**src/include/rftm_pkg.sv**
```systemverilog
// Package for the reset-flag, temperature control and offset trim register slice.
// Assumes an 8-bit register port with byte offsets from the block base.
package rftm_pkg;

   // ==========================================================================
   // Register offsets
   localparam logic [3:0] OFF_POWER_CONTROL   = 4'h0;
   localparam logic [3:0] OFF_RESET_CAUSE     = 4'h1;
   localparam logic [3:0] OFF_TEMP_CTRL_STAT  = 4'h2;
   localparam logic [3:0] OFF_TEMP_TRIM       = 4'h3;

   // ==========================================================================
   // Field positions
   localparam int GENERAL_WRITE_ENABLE_BIT    = 7;
   localparam int POWER_ON_RESET_FLAG_BIT     = 6;
   localparam int LOW_VOLTAGE_RESET_FLAG_BIT  = 5;
   localparam int SENSOR_OUTPUT_SELECT_BIT    = 4;
   localparam int TEMP_SENSOR_ENABLE_BIT      = 3;
   localparam int HIGH_TEMP_STATUS_BIT        = 2;
   localparam int HIGH_TEMP_IRQ_ENABLE_BIT    = 1;
   localparam int HIGH_TEMP_IRQ_FLAG_BIT      = 0;
   localparam int TEMP_OFFSET_TRIM_ENABLE_BIT = 7;
   localparam int TRIM_WIDTH                  = 4;

   // ==========================================================================
   // Reset values
   localparam logic [7:0] DATA_ZERO           = 8'h00;
   localparam logic [3:0] TRIM_POR_VALUE      = 4'h0;
   localparam logic       FLAG_AFTER_RESET    = 1'b1;

   // Output select encoding
   localparam logic SEL_TEMP_SENSOR           = 1'b0;
   localparam logic SEL_BANDGAP               = 1'b1;

   // ==========================================================================
   // Carriers
   typedef struct packed {
      logic [3:0] addr;
      logic       wr;
      logic [7:0] wdata;
   } rftm_bus_req_t;

   typedef struct packed {
      logic       clear_power_on_flag;
      logic       clear_low_voltage_flag;
      logic       trim_load;
      logic [3:0] trim_data;
   } rftm_sticky_cmd_t;

   typedef struct packed {
      logic       power_on_reset_flag;
      logic       low_voltage_reset_flag;
      logic [3:0] temp_offset_trim_value;
   } rftm_sticky_t;

endpackage

```
**src/rftm_sticky_regs.sv**
```systemverilog
// Reset-cause flags and offset trim value, which survive the system reset.
// Assumes POR_N and LVR_N are asynchronous, active-low, released synchronously.
`timescale 1ns/1ns
module rftm_sticky_regs (
   input  wire logic                      MCLK,
   input  wire logic                      POR_N,
   input  wire logic                      LVR_N,
   input  wire rftm_pkg::rftm_sticky_cmd_t CMD,
   output rftm_pkg::rftm_sticky_t          STICKY
);

   rftm_pkg::rftm_sticky_t st;
   rftm_pkg::rftm_sticky_t next_st;
   logic                   flag_rst_n;
   logic                   por_flag;
   logic                   lvr_flag;
   logic [3:0]             trim_value;

   // Both low-voltage and power-on resets preset the flags
   assign flag_rst_n = POR_N & LVR_N;

   always_comb begin
      next_st = st;
      if (CMD.clear_power_on_flag) begin
         next_st.power_on_reset_flag = 1'b0;
      end
      if (CMD.clear_low_voltage_flag) begin
         next_st.low_voltage_reset_flag = 1'b0;
      end
      if (CMD.trim_load) begin
         next_st.temp_offset_trim_value = CMD.trim_data;
      end
   end

   // ==========================================================================
   // Flags: untouched by system reset, set by power-on or low-voltage reset
   // Two reset domains, so the bits sit in separate flops, not one struct register
   always_ff @(posedge MCLK or negedge flag_rst_n) begin
      if (!flag_rst_n) begin
         por_flag <= rftm_pkg::FLAG_AFTER_RESET;
         lvr_flag <= rftm_pkg::FLAG_AFTER_RESET;
      end else begin
         por_flag <= next_st.power_on_reset_flag;
         lvr_flag <= next_st.low_voltage_reset_flag;
      end
   end

   // ==========================================================================
   // Trim: only a power-on reset clears it
   always_ff @(posedge MCLK or negedge POR_N) begin
      if (!POR_N) begin
         trim_value <= rftm_pkg::TRIM_POR_VALUE;
      end else begin
         trim_value <= next_st.temp_offset_trim_value;
      end
   end

   assign st     = {por_flag, lvr_flag, trim_value};
   assign STICKY = st;

endmodule // rftm_sticky_regs

```
**src/rftm_regs.sv**
```systemverilog
// Reset-flag, temperature control/status and temperature offset trim registers.
// Assumes all inputs synchronous to MCLK; POR_N/LVR_N reach only the sticky bits.
//
// Contract
// - Power-on reset sets flag; write-one clears
// - Low-voltage reset sets flag; write-one clears
// - System reset keeps flags; POR/LOW_VOLTAGE_RESET set both
// - Reserved bits read zero, writes ignored
// - Select bit routes sensor or bandgap output; code forces the sensor selection while bit 3 is clear
// - Bit 3 enables the temperature sensor
// - High-temperature status read-only, follows input
// - Status change sets flag; write-one clears
// - Flag and enable raise interrupt request
// - Trim applied only while trim enable set
// - Trim loaded from flash after system reset
// - Trim writes need general write enable
// - Only power-on reset clears trim value
// - Control bit 7 is general write enable
`timescale 1ns/1ns
module rftm_regs (
   input  wire logic       MCLK,
   input  wire logic       RESET_N,
   input  wire logic       POR_N,
   input  wire logic       LVR_N,
   input  wire logic [3:0] REG_ADDR,
   input  wire logic       REG_WR,
   input  wire logic [7:0] REG_WDATA,
   output logic      [7:0] REG_RDATA,
   input  wire logic       HIGH_TEMP,
   input  wire logic       FLASH_TRIM_VALID,
   input  wire logic [3:0] FLASH_TRIM,
   output logic            TEMP_SENSOR_ENABLE,
   output logic            SENSOR_OUTPUT_SELECT,
   output logic            TEMP_OFFSET_TRIM_ENABLE,
   output logic      [3:0] TEMP_OFFSET_TRIM,
   output logic            HIGH_TEMP_IRQ
);

   // ==========================================================================
   // State
   typedef struct packed {
      logic       general_write_enable;
      logic       sensor_output_select;
      logic       temp_sensor_enable;
      logic       high_temp_status;
      logic       high_temp_irq_enable;
      logic       high_temp_irq_flag;
      logic       temp_offset_trim_enable;
      logic       trim_load_pending;
      logic       irq;
      logic       sensor_en_out;
      logic       sensor_sel_out;
      logic       trim_en_out;
      logic [3:0] trim_out;
      logic [7:0] rdata;
   } rftm_state_t;

   rftm_state_t               st;
   rftm_state_t               next_st;
   rftm_pkg::rftm_bus_req_t   req;
   rftm_pkg::rftm_sticky_cmd_t cmd;
   rftm_pkg::rftm_sticky_t    sticky;
   logic [7:0]                rd_mux;
   logic                      wr_ctrl;
   logic                      wr_rst;
   logic                      wr_temp;
   logic                      wr_trim;

   assign req.addr  = REG_ADDR;
   assign req.wr    = REG_WR;
   assign req.wdata = REG_WDATA;

   assign wr_ctrl = req.wr && (req.addr == rftm_pkg::OFF_POWER_CONTROL);
   assign wr_rst  = req.wr && (req.addr == rftm_pkg::OFF_RESET_CAUSE);
   assign wr_temp = req.wr && (req.addr == rftm_pkg::OFF_TEMP_CTRL_STAT);
   // Protected: dropped silently while the general write enable is clear
   assign wr_trim = req.wr && (req.addr == rftm_pkg::OFF_TEMP_TRIM)
                    && st.general_write_enable;

   // ==========================================================================
   // Sticky commands
   always_comb begin
      cmd = '0;
      cmd.clear_power_on_flag    = wr_rst
         && req.wdata[rftm_pkg::POWER_ON_RESET_FLAG_BIT];
      cmd.clear_low_voltage_flag = wr_rst
         && req.wdata[rftm_pkg::LOW_VOLTAGE_RESET_FLAG_BIT];
      // Flash load has priority over a bus write in the same cycle
      if (st.trim_load_pending && FLASH_TRIM_VALID) begin
         cmd.trim_load = 1'b1;
         cmd.trim_data = FLASH_TRIM;
      end else if (wr_trim) begin
         cmd.trim_load = 1'b1;
         cmd.trim_data = req.wdata[rftm_pkg::TRIM_WIDTH-1:0];
      end
   end

   rftm_sticky_regs u_sticky (
      .MCLK   (MCLK),
      .POR_N  (POR_N),
      .LVR_N  (LVR_N),
      .CMD    (cmd),
      .STICKY (sticky)
   );

   // ==========================================================================
   // Read multiplexer; unmapped offsets and reserved bits read zero
   always_comb begin
      rd_mux = rftm_pkg::DATA_ZERO;
      unique case (req.addr)
         rftm_pkg::OFF_POWER_CONTROL: begin
            rd_mux[rftm_pkg::GENERAL_WRITE_ENABLE_BIT] = st.general_write_enable;
         end
         rftm_pkg::OFF_RESET_CAUSE: begin
            rd_mux[rftm_pkg::POWER_ON_RESET_FLAG_BIT]    = sticky.power_on_reset_flag;
            rd_mux[rftm_pkg::LOW_VOLTAGE_RESET_FLAG_BIT] = sticky.low_voltage_reset_flag;
         end
         rftm_pkg::OFF_TEMP_CTRL_STAT: begin
            rd_mux[rftm_pkg::SENSOR_OUTPUT_SELECT_BIT] = st.sensor_output_select;
            rd_mux[rftm_pkg::TEMP_SENSOR_ENABLE_BIT]   = st.temp_sensor_enable;
            rd_mux[rftm_pkg::HIGH_TEMP_STATUS_BIT]     = st.high_temp_status;
            rd_mux[rftm_pkg::HIGH_TEMP_IRQ_ENABLE_BIT] = st.high_temp_irq_enable;
            rd_mux[rftm_pkg::HIGH_TEMP_IRQ_FLAG_BIT]   = st.high_temp_irq_flag;
         end
         rftm_pkg::OFF_TEMP_TRIM: begin
            rd_mux[rftm_pkg::TEMP_OFFSET_TRIM_ENABLE_BIT] = st.temp_offset_trim_enable;
            rd_mux[rftm_pkg::TRIM_WIDTH-1:0] = sticky.temp_offset_trim_value;
         end
         default: begin
            rd_mux = rftm_pkg::DATA_ZERO;
         end
      endcase
   end

   // ==========================================================================
   // Next state
   always_comb begin
      next_st = st;
      next_st.rdata = rd_mux;

      if (wr_ctrl) begin
         next_st.general_write_enable =
            req.wdata[rftm_pkg::GENERAL_WRITE_ENABLE_BIT];
      end

      // Status bit ignores bus writes; it only tracks the comparator
      next_st.high_temp_status = HIGH_TEMP;

      if (wr_temp) begin
         next_st.sensor_output_select =
            req.wdata[rftm_pkg::SENSOR_OUTPUT_SELECT_BIT];
         next_st.temp_sensor_enable =
            req.wdata[rftm_pkg::TEMP_SENSOR_ENABLE_BIT];
         next_st.high_temp_irq_enable =
            req.wdata[rftm_pkg::HIGH_TEMP_IRQ_ENABLE_BIT];
         if (req.wdata[rftm_pkg::HIGH_TEMP_IRQ_FLAG_BIT]) begin
            next_st.high_temp_irq_flag = 1'b0;
         end
      end
      // A change in the clearing cycle still sets the flag
      if (HIGH_TEMP != st.high_temp_status) begin
         next_st.high_temp_irq_flag = 1'b1;
      end

      if (wr_trim) begin
         next_st.temp_offset_trim_enable =
            req.wdata[rftm_pkg::TEMP_OFFSET_TRIM_ENABLE_BIT];
      end
      if (st.trim_load_pending && FLASH_TRIM_VALID) begin
         next_st.trim_load_pending = 1'b0;
      end

      // Output stage, one cycle behind the registers
      next_st.irq = st.high_temp_irq_flag && st.high_temp_irq_enable;
      next_st.sensor_en_out = st.temp_sensor_enable;
      // Routing only means something while the sensor is on
      next_st.sensor_sel_out = st.temp_sensor_enable ? st.sensor_output_select
                                                     : rftm_pkg::SEL_TEMP_SENSOR;
      next_st.trim_en_out = st.temp_offset_trim_enable;
      next_st.trim_out = st.temp_offset_trim_enable ? sticky.temp_offset_trim_value
                                                    : rftm_pkg::TRIM_POR_VALUE;
   end

   // ==========================================================================
   // System-reset domain; the flash load is armed while RESET_N is low
   always_ff @(posedge MCLK or negedge RESET_N) begin
      if (!RESET_N) begin
         st <= '0;
         st.trim_load_pending <= 1'b1;
      end else begin
         st <= next_st;
      end
   end

   assign REG_RDATA               = st.rdata;
   assign HIGH_TEMP_IRQ           = st.irq;
   assign TEMP_SENSOR_ENABLE      = st.sensor_en_out;
   assign SENSOR_OUTPUT_SELECT    = st.sensor_sel_out;
   assign TEMP_OFFSET_TRIM_ENABLE = st.trim_en_out;
   assign TEMP_OFFSET_TRIM        = st.trim_out;

endmodule // rftm_regs

```
**config.mk**
```make
export PLATFORM = sky130hd
export DESIGN_NAME = rftm_regs
export DESIGN_NICKNAME = d
export VERILOG_FILES = /design/src/include/rftm_pkg.sv /design/src/rftm_sticky_regs.sv /design/src/rftm_regs.sv
export SDC_FILE = /design/constraint.sdc
export NUM_CORES = 1
export LEC_CHECK = 0
export ABC_CLOCK_PERIOD_IN_PS = 2160
export BUFFER_PORTS_ARGS = -buffer_cell sky130_fd_sc_hd__buf_2
export CAP_MARGIN = 25
export CORE_MARGIN = 2
export CORE_UTILIZATION = 30
export DETAILED_ROUTE_END_ITERATION = 10
export HOLD_SLACK_MARGIN = 0.03
export SLEW_MARGIN = 20
export SYNTH_ARGS = -nofsm -noshare
export SYNTH_HDL_FRONTEND = slang
export SYNTH_HIERARCHICAL = 1
export SYNTH_SLANG_ARGS = --single-unit
export TNS_END_PERCENT = 30
```
**constraint.sdc**
```tcl
create_clock -name MCLK -period 2.16 [get_ports MCLK]
set_input_delay 0.108 -clock MCLK [delete_from_list [all_inputs] [get_ports MCLK]]
set_output_delay 0.108 -clock MCLK [all_outputs]
set_load 0.01 [all_outputs]
```
==> results.toml <==
[clock_tree]
path_clk_slew_ns = 0.06
htreeDepth = 2
clock-sinks = 30
clockBufferDepth = 2
cts_tree = "built"
clk_latency_ns = 0.27
cts-buffers-inserted = 5
clk_root_buffer_cell = "clkbuf_8"

[synth]
ys_top_cells_by_area = "dfrtp_1, buf_4, mux2_2, dfstp_2, and2_1"
synth-xor-area-share = 0.006757
yosysTopAreaCellShare = 0.5212
ys_seq_elements = 30
synth_cell_types = 26
synth_compound_area_frac = 0.02992
syn_avg_cell_area_um2 = 12.23
yosysSeqAreaShare = 0.5820
synth_edf_count = 0
synth-async-reset-ratio = 1.000
netlist_instances = 106
synth_fa_ha_area_frac = 0
synth_top_family_by_area = "simple AND/OR/NAND/NOR gates"
synth_flop_cell = "dfrtp_1"
syn_nets = 129
syn_area_um2 = 1296
muxShareOfSynthArea = 0.1120
ys_warn_count = 6
synth_area_leader_cell = "dfrtp_1"
synth_simple_gate_area_frac = 0.1815

[route]
avgRoutedWirePerCell_um = 12.68
first_iter_violations = 4
wl_um = 2410
route.vias.total = 829
drc = 0
dr.pass1.iters = 3
drtAntennaViolNets = 0
via_per_inst = 4.363

[sta]
hold_violations = 0
grt_setup_unrepaired = "false"
fin_crit_sh = 0.6172
relSlewSlack = 0.6546
setup_tns_ns = 0
tightest_slew_ns = 0.5181
setup_viol_count_final = 0
fin_crit_ns = 1.333
final.setup_skew_ns = 0.004010
max_freq_mhz = 750.1
slew_viol_final = 0
hold-worst-slack_ns = 0.03980

[cells_and_area]
multiInputGateArea_um2 = 427.9
finalInstanceArea_um2 = 1572
ff_latch_area_um2 = 754.5
antenna_cells = 0
area_growth_pct = 21.24
layout_commonest_cell = "buf_2"
drive_gt1_frac = 0.4357
nFillCells = 422
final_nets = 164
final_cell_mix = "buf_2, dfrtp_1, and2_1, mux2_2, nand2_1"

[power_and_ir_drop]
irDropWorstVdd_mv = 0.3395
power_mw = 1.178
p_leak_nw = 0.8339
power_density_nw_per_um2 = 749.7

[global_route]
grt-ovfl-total = 0
grt_max_degree = 25
grt_pass1_wl_um = 4064
grt_pass1_vias = 917
gr-usage-all-layers = 0.1103
antenna_found_initial = 0

[floorplan]
num_rows = 23
num_io_pins = 39
dieArea_um2 = 4862
die_w_um = 69.73
die_h_um = 69.73
start_util = 0.3172
core_um2 = 4086

[min_path]
hold_start = "REG_ADDR[2]"
hold-path-cell-count = 2
worstHoldPathType = "in2reg"
min_to = "REG_RDATA[7]"

[worst_setup_path]
cpMaxStageDelayCell = "dfstp_2"
critPathMaxStageDelay_ns = 0.56
crit_type = "reg2reg"
rr_startpoint = "st[16]"
crit_family = "flip-flops"
worstPathCellList = "nand2_1 -> nand2_1 -> mux2_2"
crit_fanout = 6
path_buf_inv = 0
regToRegSetupSlack_ns = 0.83
timing.rr.end = "u_sticky/trim_value[1]"
crit_top_cell = "nand2_1"
cp.required_ns = 2.32
cp-end-kind = "flop"
r2r_cells = 3
arrival_ns = 1.49
start_kind = "flop"

[placed_design]
post_dp_cell_area_um2 = 1439
gp_congestion = 0.8791
hpwlAfterDp_um = 1900
portBuffers = 38

[job]
drv_cap = 0

[status]
status = "finished, final reports clean"
## Yosys cell counts, types with 2 or more instances
| master | count |
|---|---|
| and2_1 | 8 |
| and3_1 | 4 |
| buf_4 | 14 |
| dfrtp_1 | 27 |
| dfstp_2 | 3 |
| mux2_2 | 8 |
| mux2i_1 | 4 |
| nand2_1 | 7 |
| nand3_1 | 4 |
| nor2_1 | 4 |
| nor2b_1 | 3 |
| nor3b_1 | 2 |
| o21ai_0 | 5 |
## worst max path at each step
stage,slack (ns),start,endpoint,depth (start not counted)
after global placement,0.89,REG_ADDR[0],u_sticky/trim_value[2],5
after global routing,0.75,st[16],u_sticky/trim_value[1],3
final,0.83,st[16],u_sticky/trim_value[1],3
after detailed placement,0.83,REG_ADDR[0],u_sticky/trim_value[1],5
after CTS,0.83,st[16],u_sticky/trim_value[1],3
after floorplan,0.92,st[16],u_sticky/trim_value[0],3
## logic make-up after synthesis
group,after synthesis
AOI/OAI and AO/OA,7
xor gates and xnor gates,1
buffers and inverters,16
DFF,30
muxes,13
and+or+nand+nor,39
## flip-flops by register name, summed over array words and instances (netlist names)
| name | flops |
|---|---|
| st | 6 |
| u_sticky/por_flag | 1 |
| HIGH_TEMP_IRQ | 1 |
| SENSOR_OUTPUT_SELECT | 1 |
| u_sticky/lvr_flag | 1 |
| TEMP_OFFSET_TRIM | 4 |
| TEMP_SENSOR_ENABLE | 1 |
| REG_RDATA | 8 |
| u_sticky/trim_value | 4 |
| next_st | 2 |
| TEMP_OFFSET_TRIM_ENABLE | 1 |
## report_power, final
group	internal, mW	switching (mW)
logic	0.0698	0.0606
clock network	0.244	0.174
registers	0.604	0.0257
total	0.918	0.260
## area by class of cell
type | count | area share
sequential | 30 | 0.4801
multi-input combinational | 60 | 0.2723
timing repair buffer | 43 | 0.1529
clock buffer | 6 | 0.05255
tap | 50 | 0.03981
inverter | 1 | 0.002389
## per-stage QoR
step	cells	worst slack (ns)	util
floorplan	106	0.9207	-
global placement	179	0.8912	0.3521
detailed placement	179	0.8285	0.3521
CTS	190	0.8325	0.3846
global route	190	0.7533	0.3846
finish	190	0.8269	0.3846
## worst register-to-register path, delay by kind of cell, from the launching register on
family	cells	cell delay (ns)
simple gates	2	0.29
flops	1	0.56
mux	1	0.36
## repair_timing
action,4_1_cts,5_1_grt
hold buffers,5,0
gates resized for setup,0,0
endpoints found under the hold margin,31,0
setup buffers,0,0
## routing by layer
metal / vias to the layer above / GRT usage / share of wire
met5: - / 0 / 0
met1: 388 / 0.1182 / 0.40
met3: 6 / 0.05378 / 0.063
li1: 411 / - / -
met2: 24 / 0.1795 / 0.51
met4: 0 / 0.05769 / 0.025
Power figures use the tool's default switching activity.
